### config.mk
export PLATFORM = sky130hd
export DESIGN_NAME = agi_global_irq
export DESIGN_NICKNAME = d
export VERILOG_FILES = /design/src/agi_pkg.sv /design/src/agi_ready_flags.sv /design/src/agi_alt_route.sv /design/src/agi_global_irq.sv
export VERILOG_INCLUDE_DIRS = /design/src
export SDC_FILE = /design/constraint.sdc
export NUM_CORES = 1
export LEC_CHECK = 0
export ABC_AREA = 0
export BUFFER_PORTS_ARGS = -buffer_cell sky130_fd_sc_hd__buf_2
export CAP_MARGIN = 10
export CORE_ASPECT_RATIO = 1.4
export CORE_UTILIZATION = 25
export CTS_CLUSTER_SIZE = 16
export DETAILED_ROUTE_END_ITERATION = 6
export GPL_ROUTABILITY_DRIVEN = 0
export PLACE_DENSITY = 0.48
export SLEW_MARGIN = 20
export SYNTH_ARGS = -nofsm -noshare
export SYNTH_HDL_FRONTEND = slang
export SYNTH_SLANG_ARGS = --single-unit
### constraint.sdc
create_clock -name aclk -period 2 [get_ports aclk]
set_clock_uncertainty 0.05 [all_clocks]
set_input_delay 0.1 -clock aclk [delete_from_list [all_inputs] [get_ports aclk]]
set_output_delay 0.1 -clock aclk [all_outputs]
set_load 0.02 [all_outputs]
### src/agi_defs.svh
// constants for the converter global interrupt and scan select block
// assumes a 32-bit axi4-lite register bus and a single 100 MHz clock
// Contract
// - enabled ready rising edge raises global interrupt
// - disabled input never feeds global interrupt
// - global enables leave per-input interrupts alone
// - global interrupt gated by system enable bit
// - high enable register holds inputs 32-44
// - scan select bit includes or skips input
// - high scan register holds inputs 32-44
// - alternate routing only for dedicated-hold inputs
// - alternate routing changes only physical source
// - all bits reset zero, unimplemented read zero
// - ready set on result, cleared on data read
`ifndef AGI_DEFS_SVH
`define AGI_DEFS_SVH
`define AGI_NUM_INPUTS      45
`define AGI_HIGH_BITS       13
`define AGI_NUM_ALT         5
`define AGI_OFS_GIE_LOW     8'h00
`define AGI_OFS_GIE_HIGH    8'h04
`define AGI_OFS_SCAN_LOW    8'h08
`define AGI_OFS_SCAN_HIGH   8'h0C
`define AGI_OFS_READY_LOW   8'h10
`define AGI_OFS_READY_HIGH  8'h14
`define AGI_OFS_ALT_SEL     8'h18
`define AGI_OFS_GIRQ_STAT   8'h1C
`define AGI_OFS_SYS_IEN     8'h20
`define AGI_RESET_VALUE     32'h0000_0000
`define AGI_RESP_OKAY       2'h0
`define AGI_RESP_SLVERR     2'h2
`endif

### src/agi_pkg.sv
// types shared by the global interrupt and scan select block
// assumes agi_defs.svh is compiled alongside
package agi_pkg;
    typedef logic [44:0] agi_vec_t;
    typedef logic [1:0]  agi_alt_t;
    typedef enum logic [1:0] {
        AGI_ALT_DEFAULT,
        AGI_ALT_SECOND,
        AGI_ALT_RSV2,
        AGI_ALT_RSV3
    } agi_alt_sel_t;
endpackage : agi_pkg

### src/agi_ready_flags.sv
// per-input data-ready flags and their rising-edge events
// assumes the converter core pulses result_valid and data_read on aclk
`timescale 1ns/1ps
`include "agi_defs.svh"
module agi_ready_flags (
    // clock and reset
    input  wire logic            aclk,
    input  wire logic            aresetn,
    // converter side
    input  wire agi_pkg::agi_vec_t result_valid,
    input  wire agi_pkg::agi_vec_t data_read,
    // flag state
    output agi_pkg::agi_vec_t    ready_q,
    output agi_pkg::agi_vec_t    rise_event
);
    agi_pkg::agi_vec_t ready_d;

    // one flag per input; a new result wins over a read in the same cycle
    genvar i;
    for (i = 0; i < `AGI_NUM_INPUTS; i++) begin : g_flag
        always_comb begin
            ready_d[i] = result_valid[i] | (ready_q[i] & ~data_read[i]);
        end
    end

    always_ff @(posedge aclk) begin
        if (!aresetn) begin
            ready_q <= '0;
        end else begin
            ready_q <= ready_d;
        end
    end

    // 0 to 1 transition of each flag, seen the cycle it happens
    assign rise_event = ready_d & ~ready_q;
endmodule : agi_ready_flags

### src/agi_alt_route.sv
// alternate physical input routing for dedicated sample-and-hold inputs
// assumes the analog mux reads route_alt; data indices stay unchanged
`timescale 1ns/1ps
`include "agi_defs.svh"
module agi_alt_route (
    // control
    input  wire logic [9:0] alt_field,
    // analog mux steering
    output logic [4:0]      route_alt
);
    // only codes 01 pick the alternate pin; reserved codes keep default
    genvar i;
    for (i = 0; i < `AGI_NUM_ALT; i++) begin : g_alt
        assign route_alt[i] = (agi_pkg::agi_alt_sel_t'(alt_field[2*i +: 2])
                              == agi_pkg::AGI_ALT_SECOND);
    end
endmodule : agi_alt_route

### src/agi_global_irq.sv
// global converter interrupt, scan select and routing registers
// assumes an axi4-lite master on aclk and a converter core that
// reports results and data-register reads as one-cycle pulses
//
// Decided for this implementation: the AXI4-Lite interface to the registers and the address map.
`timescale 1ns/1ps
`include "agi_defs.svh"
module agi_global_irq (
    // clock and reset
    input  wire logic             aclk,
    input  wire logic             aresetn,
    // axi4-lite write address
    input  wire logic [7:0]       s_axi_awaddr,
    input  wire logic             s_axi_awvalid,
    output logic                  s_axi_awready,
    // axi4-lite write data
    input  wire logic [31:0]      s_axi_wdata,
    input  wire logic [3:0]       s_axi_wstrb,
    input  wire logic             s_axi_wvalid,
    output logic                  s_axi_wready,
    // axi4-lite write response
    output logic [1:0]            s_axi_bresp,
    output logic                  s_axi_bvalid,
    input  wire logic             s_axi_bready,
    // axi4-lite read address
    input  wire logic [7:0]       s_axi_araddr,
    input  wire logic             s_axi_arvalid,
    output logic                  s_axi_arready,
    // axi4-lite read data
    output logic [31:0]           s_axi_rdata,
    output logic [1:0]            s_axi_rresp,
    output logic                  s_axi_rvalid,
    input  wire logic             s_axi_rready,
    // converter core
    input  wire agi_pkg::agi_vec_t result_valid,
    input  wire agi_pkg::agi_vec_t data_read,
    output agi_pkg::agi_vec_t     scan_select_bit,
    output logic [4:0]            route_alt,
    // interrupt outputs
    output agi_pkg::agi_vec_t     input_irq,
    output logic                  global_irq
);
    // register state
    agi_pkg::agi_vec_t gie_q;
    agi_pkg::agi_vec_t scan_q;
    agi_pkg::agi_vec_t ien_q;
    logic [9:0]        alt_q;
    logic              sys_gie_q;
    logic              girq_q;
    logic              girq_d;
    agi_pkg::agi_vec_t ready_q;
    agi_pkg::agi_vec_t rise_event;

    // bus state
    logic        aw_held_q;
    logic [7:0]  aw_addr_q;
    logic        w_held_q;
    logic [31:0] w_data_q;
    logic [3:0]  w_strb_q;
    logic        wr_go;
    logic        wr_hit;
    logic        clr_girq;
    logic [31:0] rd_word;
    logic        rd_hit;
    logic [31:0] wmask;

    agi_ready_flags u_flags (
        .aclk         (aclk),
        .aresetn      (aresetn),
        .result_valid (result_valid),
        .data_read    (data_read),
        .ready_q      (ready_q),
        .rise_event   (rise_event)
    );

    agi_alt_route u_route (
        .alt_field (alt_q),
        .route_alt (route_alt)
    );

    // write channels are taken independently, in either order
    assign s_axi_awready = !aw_held_q && !s_axi_bvalid;
    assign s_axi_wready  = !w_held_q && !s_axi_bvalid;
    assign wr_go         = aw_held_q && w_held_q && !s_axi_bvalid;

    always_ff @(posedge aclk) begin
        if (!aresetn) begin
            aw_held_q <= 1'b0;
            aw_addr_q <= 8'h00;
        end else if (s_axi_awvalid && s_axi_awready) begin
            aw_held_q <= 1'b1;
            aw_addr_q <= s_axi_awaddr;
        end else if (wr_go) begin
            aw_held_q <= 1'b0;
        end
    end

    always_ff @(posedge aclk) begin
        if (!aresetn) begin
            w_held_q <= 1'b0;
            w_data_q <= `AGI_RESET_VALUE;
            w_strb_q <= 4'h0;
        end else if (s_axi_wvalid && s_axi_wready) begin
            w_held_q <= 1'b1;
            w_data_q <= s_axi_wdata;
            w_strb_q <= s_axi_wstrb;
        end else if (wr_go) begin
            w_held_q <= 1'b0;
        end
    end

    // byte-lane mask from the strobes
    genvar b;
    for (b = 0; b < 4; b++) begin : g_lane
        assign wmask[8*b +: 8] = {8{w_strb_q[b]}};
    end

    always_comb begin
        case (aw_addr_q)
            `AGI_OFS_GIE_LOW, `AGI_OFS_GIE_HIGH, `AGI_OFS_SCAN_LOW,
            `AGI_OFS_SCAN_HIGH, `AGI_OFS_ALT_SEL, `AGI_OFS_GIRQ_STAT,
            `AGI_OFS_SYS_IEN: wr_hit = 1'b1;
            default:          wr_hit = 1'b0;
        endcase
    end

    // write response; unmapped offsets answer slverr
    always_ff @(posedge aclk) begin
        if (!aresetn) begin
            s_axi_bvalid <= 1'b0;
            s_axi_bresp  <= `AGI_RESP_OKAY;
        end else if (wr_go) begin
            s_axi_bvalid <= 1'b1;
            s_axi_bresp  <= wr_hit ? `AGI_RESP_OKAY : `AGI_RESP_SLVERR;
        end else if (s_axi_bready) begin
            s_axi_bvalid <= 1'b0;
        end
    end

    // enable and select registers; only implemented bits are stored
    always_ff @(posedge aclk) begin
        if (!aresetn) begin
            gie_q  <= '0;
            scan_q <= '0;
            ien_q  <= '0;
            alt_q  <= 10'h000;
        end else if (wr_go) begin
            case (aw_addr_q)
                `AGI_OFS_GIE_LOW:   gie_q[31:0]   <= (gie_q[31:0] & ~wmask)
                                                    | (w_data_q & wmask);
                `AGI_OFS_GIE_HIGH:  gie_q[44:32]  <= (gie_q[44:32] & ~wmask[12:0])
                                                    | (w_data_q[12:0] & wmask[12:0]);
                `AGI_OFS_SCAN_LOW:  scan_q[31:0]  <= (scan_q[31:0] & ~wmask)
                                                    | (w_data_q & wmask);
                `AGI_OFS_SCAN_HIGH: scan_q[44:32] <= (scan_q[44:32] & ~wmask[12:0])
                                                    | (w_data_q[12:0] & wmask[12:0]);
                `AGI_OFS_ALT_SEL:   alt_q         <= (alt_q & ~wmask[25:16])
                                                    | (w_data_q[25:16] & wmask[25:16]);
                `AGI_OFS_SYS_IEN:   ien_q[31:0]   <= (ien_q[31:0] & ~wmask)
                                                    | (w_data_q & wmask);
                // upper per-input system enables share the status word, bits 12:0
                `AGI_OFS_GIRQ_STAT: ien_q[44:32]  <= (ien_q[44:32] & ~wmask[12:0])
                                                    | (w_data_q[12:0] & wmask[12:0]);
                default: ;
            endcase
        end
    end

    // system enable for the global line sits in bit 31 of status word
    always_ff @(posedge aclk) begin
        if (!aresetn) begin
            sys_gie_q <= 1'b0;
        end else if (wr_go && aw_addr_q == `AGI_OFS_GIRQ_STAT && w_strb_q[3]) begin
            sys_gie_q <= w_data_q[31];
        end
    end

    // write one to bit 16 of the status word clears the pending flag
    assign clr_girq = wr_go && aw_addr_q == `AGI_OFS_GIRQ_STAT
                      && w_strb_q[2] && w_data_q[16];

    // sticky OR of enabled rising events; a new event beats the clear
    always_comb begin
        girq_d = girq_q;
        if (clr_girq) begin
            girq_d = 1'b0;
        end
        if (|(rise_event & gie_q)) begin
            girq_d = 1'b1;
        end
    end

    always_ff @(posedge aclk) begin
        if (!aresetn) begin
            girq_q <= 1'b0;
        end else begin
            girq_q <= girq_d;
        end
    end

    // outputs toward the interrupt controller and the scan sequencer
    always_ff @(posedge aclk) begin
        if (!aresetn) begin
            global_irq      <= 1'b0;
            input_irq       <= '0;
            scan_select_bit <= '0;
        end else begin
            global_irq      <= girq_q & sys_gie_q;
            input_irq       <= ready_q & ien_q;
            scan_select_bit <= scan_q;
        end
    end

    // read mux; unimplemented bits read zero
    always_comb begin
        rd_hit  = 1'b1;
        rd_word = `AGI_RESET_VALUE;
        case (s_axi_araddr)
            `AGI_OFS_GIE_LOW:    rd_word = gie_q[31:0];
            `AGI_OFS_GIE_HIGH:   rd_word = {19'h0, gie_q[44:32]};
            `AGI_OFS_SCAN_LOW:   rd_word = scan_q[31:0];
            `AGI_OFS_SCAN_HIGH:  rd_word = {19'h0, scan_q[44:32]};
            `AGI_OFS_READY_LOW:  rd_word = ready_q[31:0];
            `AGI_OFS_READY_HIGH: rd_word = {19'h0, ready_q[44:32]};
            `AGI_OFS_ALT_SEL:    rd_word = {6'h0, alt_q, 16'h0};
            `AGI_OFS_GIRQ_STAT:  rd_word = {sys_gie_q, 14'h0, girq_q, 3'h0, ien_q[44:32]};
            `AGI_OFS_SYS_IEN:    rd_word = ien_q[31:0];
            default:             rd_hit  = 1'b0;
        endcase
    end

    // read channel: one read at a time, data registered
    assign s_axi_arready = !s_axi_rvalid;

    always_ff @(posedge aclk) begin
        if (!aresetn) begin
            s_axi_rvalid <= 1'b0;
            s_axi_rdata  <= `AGI_RESET_VALUE;
            s_axi_rresp  <= `AGI_RESP_OKAY;
        end else if (s_axi_arvalid && s_axi_arready) begin
            s_axi_rvalid <= 1'b1;
            s_axi_rdata  <= rd_word;
            s_axi_rresp  <= rd_hit ? `AGI_RESP_OKAY : `AGI_RESP_SLVERR;
        end else if (s_axi_rready) begin
            s_axi_rvalid <= 1'b0;
        end
    end
endmodule : agi_global_irq

==> results.py, run 1 <==
metrics = {
    "worst_hold_path": {
        "hold_path.class": "in2reg",
        "hold_depth": 4,
        "hold_start": "aresetn",
        "min_to": "s_axi_rdata[9]",
    },
    "die": {
        "initial_core_util_pct": 25.38,
        "dieHeight_um": 288.2,
        "die-area_um2": 59510,
        "rows": 104,
        "ios": 286,
        "core_um2": 57650,
        "die_x_um": 206.5,
    },
    "pwr": {
        "peakVddDrop_v": 0.0005774,
        "p_seq_share_pct": 44.7,
        "p_comb_share_pct": 8.0,
        "power_mw": 17.03,
        "p_switching_mw": 4.164,
        "power.internal_mw": 12.86,
        "leakage_nw": 8.934,
        "clkPwrFrac_pct": 47.3,
        "powerDensity_nw_per_um2": 819.2,
        "p_sw_share_pct": 24.45,
    },
    "placement": {
        "io_buffers": 283,
        "dp_slack_ns": -0.1655,
        "place_hpwl_um": 46890,
    },
    "grt": {
        "grt.busiest_layer": "met2",
        "antenna_found_initial": 5,
        "grt_pass1_vias": 13590,
        "grt-ovfl-total": 0,
        "grt_max_degree": 93,
        "grt_pass1_wl_um": 88870,
        "grtUsageMet2_pct": 36.10,
        "grt_util_met1_pct": 23.85,
        "track_usage_pct": 20.57,
        "use_met3_pct": 3.058,
    },
    "worst_setup_path": {
        "start_kind": "flip-flop",
        "timing.rr.end": "girq_q",
        "worstPathMaxFanout": 4,
        "path_cells": "or4b_4 -> nor4_4 -> nand3_1 -> a211o_1 -> o31a_1",
        "critPathTopFamily": "simple AND/OR/NAND/NOR gates",
        "slowest_stage": "or4b_4",
        "crit_required_ns": 2.40,
        "crit_type": "reg2reg",
        "critical_path_buf_inv_count": 0,
        "timing.rr.start": "aw_addr_q[7]",
        "r2r_setup_slack_ns": 0.02,
        "slowest_delay_ns": 0.58,
        "reg2reg_depth": 5,
        "cp.arrival_ns": 2.38,
        "crit_path_end_kind": "flip-flop",
    },
    "sta": {
        "fin_hold_ws_ns": 0.03919,
        "worst_pin_slew_ns": 0.6584,
        "relSlewSlack_pct": 56.04,
        "min_period_ns": 1.977,
        "fin_crit_sh_pct": 98.87,
        "finalMaxSlewViolations": 0,
        "timing.fmax_mhz": 505.7,
        "setup_viol": 0,
        "rsz0062_at_grt": "true",
        "hold_viol": 0,
        "setup_ws_ns": 0.02268,
    },
    "cts": {
        "h-tree-depth": 2,
        "path_clk_slew_ns": 0.06,
        "clkLatencyLatePin_ns": 0.58,
        "tritoncts": "built",
        "numCtsBuffers": 41,
        "clock_path_buffers": 3,
        "clock-sinks": 365,
        "root_buffer": "clkbuf_16",
    },
    "routing": {
        "vias_per_cell": 4.834,
        "first_pass_iters": 7,
        "post-route-drc-count": 16,
        "wl_per_cell_um": 22.21,
        "route.vias.total": 13680,
        "drtAntennaViolNets": 0,
        "routed_wl_um": 62850,
        "drt_iter0_drc": 957,
    },
    "layout": {
        "area_growth_pct": 42.08,
        "fillCellCount": 5921,
        "drive_gt1_share_pct": 25.63,
        "fin_nets": 2203,
        "multi_input_area_um2": 6967,
        "final_util_pct": 36.06,
        "seqCellArea_um2": 7312,
    },
    "run_status": {
        "outcome": "finished, violations left",
        "violations": "DRC",
    },
    "synthesis": {
        "netlist_area_um2": 14630,
        "synthCells": 1546,
        "ys_warn_count": 0,
        "ys_types": 65,
        "ys_seq_elements": 365,
        "async_flop_share_pct": 0,
        "synth_edf_count": 0,
        "synth_flop_cell": "dfxtp_1",
        "synth_area_per_cell_um2": 9.463,
        "synth_sequential_area_ratio_pct": 49.94,
    },
    "job": {
        "cap_violations": 0,
    },
}
[through the flow]
stage | setup TNS (ns) | instances | cell area (um^2)
2_1_floorplan | -0.03574 | 1547 | 14630
3_3_place_gp | -1.628 | 2598 | 17690
4_1_cts | 0 | 2819 | 20580
6_report | 0 | 2830 | 20790
3_5_place_dp | -2.514 | 2598 | 17690
5_1_grt | -0.03660 | 2830 | 20790
[placed cells by master (no fill, tap or decap), drive strengths merged, types with 4 or more instances in the layout]
master / instances
nand4: 7
and3: 47
a221o: 4
nand3: 100
o21a: 45
nand2: 229
o221ai: 6
dfxtp: 365
nor3: 11
a221oi: 8
mux2i: 77
dlygate4sd3: 144
bufinv: 6
nor2: 20
or4: 5
inv: 5
mux4: 4
mux2: 6
nor2b: 130
and2: 50
nand3b: 32
a21oi: 10
nor4: 11
a21boi: 128
a22oi: 37
buf: 417
o21ai: 43
a222oi: 5
clkbuf: 56
a32o: 4
a22o: 19
clkinv: 15
[kinds of logic after synthesis]
logic type	after synthesis	synth area share, %
AO/OA/AOI/OAI	330	16.63
buffers and inverters	105	2.942
flip-flops	365	49.94
multiplexers	87	6.346
other	1	0.02563
AND/OR/NAND/NOR	658	24.12
[worst register-to-register path: cells and delay by family, from the launching register on]
family           cells  cell delay (ns)
AO/OA/AOI/OAI        2             0.55
flip-flops           1             0.33
AND/OR/NAND/NOR      3             0.95
[cells in the mapped netlist, drive strengths merged (4+ instances only)]
cell type	n	share of area [%]
and2	50	2.1
dfxtp	365	50
nor2	20	0.53
clkbuf	73	1.9
mux2i	77	5.3
a21boi	128	6.6
o21ai	43	1.5
and3	47	2.0
nor3	11	0.41
buf	28	0.97
nand3	100	3.4
a221o	4	0.27
nand4	7	0.34
nor4	11	0.82
nand3b	32	1.7
a22o	19	1.1
mux4	4	0.62
nand2	229	5.9
a21oi	10	0.34
a32o	4	0.27
o221ai	6	0.36
o21a	45	2.3
a22oi	37	1.9
a221oi	8	0.48
inv	4	0.10
or4	5	0.31
mux2	6	0.46
nor2b	130	5.6
a222oi	5	0.34
[worst max-delay path by stage]
stage,start,to,slack [ns],cells after the start
2_1_floorplan,s_axi_bvalid,girq_q,-0.04,5
3_3_place_gp,aw_addr_q[7],flip-flop,-0.13,6
3_5_place_dp,aw_addr_q[7],flip-flop,-0.17,6
4_1_cts,aw_addr_q[7],flip-flop,0.009,6
5_1_grt,aw_addr_q[7],girq_q,-0.02,5
6_report,aw_addr_q[7],girq_q,0.02,5
[power by group through the flow]
stage          logic, mW  clock network (mW)  registers (mW)
2_1_floorplan      0.534                   0            7.66
3_3_place_gp        1.10                   0            7.76
3_5_place_dp        1.11                   0            7.76
4_1_cts             1.35                8.29            7.60
5_1_grt             1.47                8.58            7.61
6_report            1.37                8.06            7.60
[per-layer routing]
metal	routed length, um	vias up
met5	46	-
met4	3347	8
li1	-	6470
met2	31570	506
met3	3593	137
met1	24290	6560
[cell type report]
type,count,share of cell area (%)
Antenna cell,1,0.01204
Sequential cell,365,35.18
Timing Repair Buffer,565,19.89
Clock inverter,24,1.487
Multi-Input combinational cell,1077,33.52
Inverter,4,0.07223
Clock buffer,52,5.375
Tap cell,742,4.466
[timing repair]
action | 4_1_cts | 5_1_grt
hold endpoints to repair | 92 | 0
hold buffers | 144 | 0
pin swaps | 1 | 4
setup buffers | 1 | 7
cloned | 0 | 3
setup endpoints to repair | 29 | 67
resized for setup | 5 | 35
(Power assumes the default switching activity.)
==> run 2, diff against run 1 <==
--- a/config.mk
+++ b/config.mk
@@ -18,4 +18,5 @@
 export SLEW_MARGIN = 20
 export SYNTH_ARGS = -nofsm -noshare
 export SYNTH_HDL_FRONTEND = slang
+export SYNTH_HIERARCHICAL = 1
 export SYNTH_SLANG_ARGS = --single-unit
==> run 2 against run 1 <==
Register-to-register slack better by 0.02 ns. The flow now finishes without violations. Sequential power is 0.5% lower. Clock power is 6.8% lower. Power is 3.8% lower. Worst hold slack worse by 0.016 ns. Sequential cell count stayed put. Critical path type unchanged. Setup slack better by 0.025 ns. Synthesized area is 2.3% lower. Clock-buffer cell count is 6 higher.
==> results.py, run 2 <==
metrics = {
    "die": {
        "die_x_um": 204.1,
        "ios": 286,
        "die-area_um2": 58130,
        "rows": 103,
        "dieHeight_um": 284.9,
        "core_um2": 56450,
        "initial_core_util_pct": 25.31,
    },
    "layout": {
        "drive_gt1_share_pct": 24.22,
        "fin_nets": 2107,
        "mostFrequentLayoutCells": "dfxtp_1, buf_2, nand2_1",
        "layout_commonest_cell": "dfxtp_1",
        "final_util_pct": 34.99,
        "area_growth_pct": 38.22,
        "fin_area_um2": 19750,
    },
    "job": {
        "cap_violations": 0,
    },
    "sta": {
        "setup_ws_ns": 0.04757,
        "setup_viol": 0,
        "min_period_ns": 1.952,
        "fin_crit_sh_pct": 97.62,
        "relSlewSlack_pct": 62.56,
        "worst_pin_slew_ns": 0.5601,
        "hold_viol": 0,
        "finalMaxSlewViolations": 0,
        "timing.fmax_mhz": 512.2,
    },
    "pwr": {
        "powerDensity_nw_per_um2": 829.3,
        "peakVddDrop_v": 0.0004963,
        "leakage_nw": 8.683,
        "power_mw": 16.38,
    },
    "placement": {
        "io_buffers": 283,
        "dp_slack_ns": -0.01483,
        "place_area_um2": 16990,
        "place_hpwl_um": 44550,
    },
    "synthesis": {
        "synth_flop_cell": "dfxtp_1",
        "synth.largest_area_cell": "dfxtp_1",
        "synth_top_area_share_pct": 51.14,
        "netlist_top_cells_count": "dfxtp_1, nand2_1, nor2b_1",
        "synth_edf_count": 0,
        "ys_types": 59,
        "synth_area_per_cell_um2": 9.577,
        "ys_warn_count": 6,
        "async_flop_share_pct": 0,
        "synthCells": 1492,
        "synth_sequential_area_ratio_pct": 51.14,
        "post-synth-top-count-cell": "dfxtp_1",
        "netlist_area_um2": 14290,
        "ys_seq_elements": 365,
        "synthTopCellsByArea": "dfxtp_1, nand2_1, mux2i_1, nor2b_1, nand3_1",
    },
    "grt": {
        "track_usage_pct": 19.82,
        "grt.busiest_layer": "met2",
        "antenna_found_initial": 2,
        "grt_max_degree": 78,
        "grtUsageMet2_pct": 34.80,
        "grt_util_met1_pct": 23.00,
        "grt_pass1_wl_um": 84700,
        "grt_pass1_vias": 13000,
        "use_met3_pct": 3.086,
        "grt-ovfl-total": 0,
    },
    "worst_setup_path": {
        "slowest_delay_ns": 0.41,
        "timing.rr.start": "aw_addr_q[7]",
        "slowest_stage": "or3_1",
        "path_cells": "or3_1 -> nor3_2 -> buf_4 -> and3_1 -> buf_12 -> mux2i_1 -> nor2b_1",
        "r2r_setup_slack_ns": 0.05,
        "cp.arrival_ns": 2.37,
        "crit_required_ns": 2.42,
        "crit_type": "reg2reg",
        "crit_path_end_kind": "flip-flop",
        "reg2reg_depth": 7,
        "crit_start": "aw_addr_q[7]",
        "worstPathMaxFanout": 10,
        "start_kind": "flip-flop",
    },
    "run_status": {
        "outcome": "complete, no violations",
    },
    "routing": {
        "first_pass_iters": 7,
        "wl_per_cell_um": 21.34,
        "drt_iter0_drc": 716,
        "routed_wl_um": 58150,
        "vias_per_cell": 4.736,
        "drtAntennaViolNets": 0,
        "post-route-drc-count": 0,
        "route.vias.total": 12910,
    },
    "cts": {
        "clkLatencyLatePin_ns": 0.58,
        "clock-sinks": 365,
        "tritoncts": "built",
        "h-tree-depth": 2,
        "numCtsBuffers": 41,
        "path_clk_slew_ns": 0.06,
        "clock_path_buffers": 3,
        "root_buffer": "clkbuf_16",
    },
    "worst_hold_path": {
        "hold_path.class": "in2reg",
        "hold_start": "s_axi_awvalid",
    },
}
run 2: cell count changes after synthesis, moves of 28 or more:
cell	previous run	this run
a21boi_0	122	68
and2_1	49	21
inv_1	4	37
nand3b_1	31	0
o21ai_0	42	94
run 2: layout make-up:
class,count,area (um^2)
inverter,37,138.9
fill,5913,36700
sequential,365,7307
clock inverter,13,123.9
multi-input combinational,995,6356
timing repair buffer,518,3694
tap,735,919.6
antenna,4,10.01
clock buffer,58,1201
run 2: per-stage QoR:
stage / setup TNS (ns) / instances / hold WS [ns]
global placement: 0 / 2509 / 0.2724
CTS: 0 / 2720 / 0.02085
global route: -0.04385 / 2722 / 0.06650
detailed placement: -0.01793 / 2509 / 0.2760
floorplan: 0 / 1493 / 0.1738
finish: 0 / 2725 / 0.02332
run 2: report_power, final:
part / leakage [nW] / total, mW / internal, mW / switching [mW]
clock: 0.662 / 7.51 / 4.33 / 3.17
sequential: 2.96 / 7.56 / 7.40 / 0.161
combinational: 5.06 / 1.31 / 0.629 / 0.683
run 2: how the worst min path moves through the flow:
stage	slack (ns)	end	cells after the start
2_1_floorplan	0.17	u_flags/ready_q[0]	1
3_3_place_gp	0.27	u_flags/ready_q[15]	2
3_5_place_dp	0.28	u_flags/ready_q[42]	2
4_1_cts	0.02	aw_addr_q[5]	4
5_1_grt	0.07	aw_addr_q[3]	4
6_report	0.02	aw_addr_q[5]	4
run 2: critical path: cells and delay by family (launching register included):
kind	cells	cell delay, ns
mux	1	0.19
simple gates	4	0.92
flops	1	0.32
buf+inv	2	0.39
run 2: cells by family after synthesis:
group	Yosys count	share of synthesized area (%)
simple gates	567	21.06
flops	365	51.14
compound gates	339	16.53
buf+inv	133	4.562
mux	87	6.681
other cells	1	0.02624
run 2: per-layer routing:
layer / vias up / wire length, um / share of wire [%]
met1: 6211 / 23080 / 40
met4: 2 / 3151 / 5.4
met3: 115 / 2837 / 4.9
met2: 390 / 29070 / 50
met5: - / 16 / 0.028
li1: 6188 / - / -
run 2: what timing repair did:
action	CTS	global route
setup endpoints to repair	0	58
hold endpoints to repair	101	0
hold buffers	140	0
buffers inserted	0	1
gates resized for setup	0	6
==> run 3, diff against run 2 <==
--- a/config.mk
+++ b/config.mk
@@ -9,12 +9,15 @@
 export ABC_AREA = 0
 export BUFFER_PORTS_ARGS = -buffer_cell sky130_fd_sc_hd__buf_2
 export CAP_MARGIN = 10
+export CELL_PAD_IN_SITES_DETAIL_PLACEMENT = 2
+export CELL_PAD_IN_SITES_GLOBAL_PLACEMENT = 2
 export CORE_ASPECT_RATIO = 1.4
 export CORE_UTILIZATION = 25
 export CTS_CLUSTER_SIZE = 16
 export DETAILED_ROUTE_END_ITERATION = 6
 export GPL_ROUTABILITY_DRIVEN = 0
-export PLACE_DENSITY = 0.48
+export GPL_TIMING_DRIVEN = 0
+export PLACE_DENSITY = 0.68
 export SLEW_MARGIN = 20
 export SYNTH_ARGS = -nofsm -noshare
 export SYNTH_HDL_FRONTEND = slang
==> run 3 against run 2 <==
The flow now finishes with violations (hold timing). Utilization increased by 0.33 points. Critical path depth unchanged. Final area up 0.94%. Maximum frequency up 0.44%. Combinational power increased by 11%. Sequential power hardly changed. Critical path type unchanged. First-iteration DRC count fell by 3.5%. Non-clock buffer count is 8 higher. Sequential cell count unchanged.
==> results.py, run 3 (synthesized netlist as in run 2, its figures left out) <==
metrics = {
    "worst_setup_path": {
        "critical_path_buf_inv_count": 2,
        "slowest_stage": "or3_4",
        "crit_required_ns": 2.40,
        "critPathTopFamily": "simple AND/OR/NAND/NOR gates",
        "crit_path_end_kind": "flip-flop",
        "path_cells": "or3_4 -> nor3_4 -> buf_6 -> nand3_4 -> buf_8 -> nand3_1 -> o21ai_0",
        "worstPathMaxFanout": 10,
        "crit_type": "reg2reg",
        "cp.arrival_ns": 2.35,
        "start_kind": "flip-flop",
        "slowest_delay_ns": 0.40,
    },
    "die": {
        "initial_core_util_pct": 25.31,
        "core_um2": 56450,
        "dieHeight_um": 284.9,
        "die_x_um": 204.1,
        "ios": 286,
        "rows": 103,
        "die-area_um2": 58130,
    },
    "routing": {
        "drtAntennaViolNets": 0,
        "first_pass_iters": 6,
        "vias_per_cell": 5.059,
        "routed_wl_um": 73170,
        "route.vias.total": 13830,
        "post-route-drc-count": 0,
        "drt_iter0_drc": 691,
        "wl_per_cell_um": 26.76,
    },
    "layout": {
        "final_util_pct": 35.32,
        "drive_gt1_share_pct": 23.71,
        "layout_commonest_cell": "dfxtp_1",
        "fin_nets": 2114,
        "mostFrequentLayoutCells": "dfxtp_1, buf_2, nand2_1",
        "area_growth_pct": 39.52,
    },
    "sta": {
        "hold_viol": 2,
        "setup_viol": 0,
        "fin_hold_ws_ns": -0.008080,
        "tns_ns": 0,
        "setup_ws_ns": 0.05604,
        "finalMaxSlewViolations": 0,
        "fin_crit_sh_pct": 97.20,
        "rsz0062_at_grt": "true",
        "worst_pin_slew_ns": 0.9815,
        "min_period_ns": 1.944,
        "relSlewSlack_pct": 34.57,
        "timing.fmax_mhz": 514.4,
    },
    "cts": {
        "h-tree-depth": 2,
        "path_clk_slew_ns": 0.07,
        "tritoncts": "built",
        "numCtsBuffers": 40,
        "clkLatencyLatePin_ns": 0.59,
        "clock_path_buffers": 3,
        "clock-sinks": 365,
        "root_buffer": "clkbuf_16",
    },
    "grt": {
        "grt_pass1_wl_um": 104800,
        "track_usage_pct": 24.91,
        "grt_max_degree": 15,
        "grt-ovfl-total": 0,
        "grt_pass1_vias": 15100,
        "antenna_found_initial": 4,
    },
    "placement": {
        "dp_slack_ns": -0.7496,
        "io_buffers": 279,
        "place_hpwl_um": 55070,
    },
    "worst_hold_path": {
        "hold_path.class": "in2reg",
    },
    "run_status": {
        "violations": "hold timing",
        "outcome": "finished, violations left",
    },
    "pwr": {
        "leakage_nw": 8.643,
        "peakVddDrop_v": 0.0004922,
        "powerDensity_nw_per_um2": 870.1,
        "power_mw": 17.35,
    },
    "job": {
        "cap_violations": 0,
    },
}
==> run 3: report_power, final <==
group	internal, mW	total [mW]	switching (mW)
combinational	0.616	1.45	0.833
clock	4.97	8.31	3.34
sequential	7.40	7.59	0.190
==> run 3: final timing paths <==
| path | from | end | slack, ns | depth (start not counted) |
|---|---|---|---|---|
| max reg2reg | aw_addr_q[7] | flip-flop | 0.06 | 7 |
| min | s_axi_wvalid | w_data_q[0] | -0.008 | 4 |
| max | aw_addr_q[7] | flip-flop | 0.06 | 7 |
| min reg2reg | s_axi_rdata[4] | s_axi_rdata[4] | 0.41 | 2 |
==> run 3: cell type report <==
| type | count | area, um^2 |
|---|---|---|
| Tap cell | 735 | 919.6 |
| Multi-Input combinational cell | 995 | 6564 |
| Clock inverter | 19 | 291.5 |
| Antenna cell | 4 | 10.01 |
| Clock buffer | 53 | 1151 |
| Buffer | 93 | 614.3 |
| Inverter | 37 | 138.9 |
| Sequential cell | 365 | 7312 |
| Timing Repair Buffer | 433 | 2934 |
| Fill cell | 6132 | 36510 |
==> run 3: routing by layer <==
metal / vias to the layer above / wire length, um / track usage (%)
li1: 6192 / - / -
met2: 449 / 37850 / 45.39
met1: 7044 / 28620 / 28.16
met3: 147 / 3133 / 3.486
met4: 0 / 3571 / 12.05
met5: - / 0 / 0
==> run 3: through the flow <==
step	cell area, um^2	cells
after detailed placement	16650	2509
after CTS	19870	2729
final	19940	2734
after floorplan	14290	1493
after global placement	16610	2507
after global routing	19930	2732
==> run 3: repair_timing <==
item                                    in CTS  in global routing
endpoints found under the setup margin     201                107
hold buffers                               138                  0
cloned                                       2                  0
pin swaps                                    6                  2
endpoints found under the hold margin       91                  0
gates resized for setup                     73                 26
buffers inserted                            10                  3
==> run 3: worst register-to-register path, stage by stage, from the launching register on <==
cell and delay [ns]:
dfxtp_2 0.32, or3_4 0.40, nor3_4 0.23, buf_6 0.23, nand3_4 0.18, buf_8 0.23, nand3_1 0.09, o21ai_0 0.11
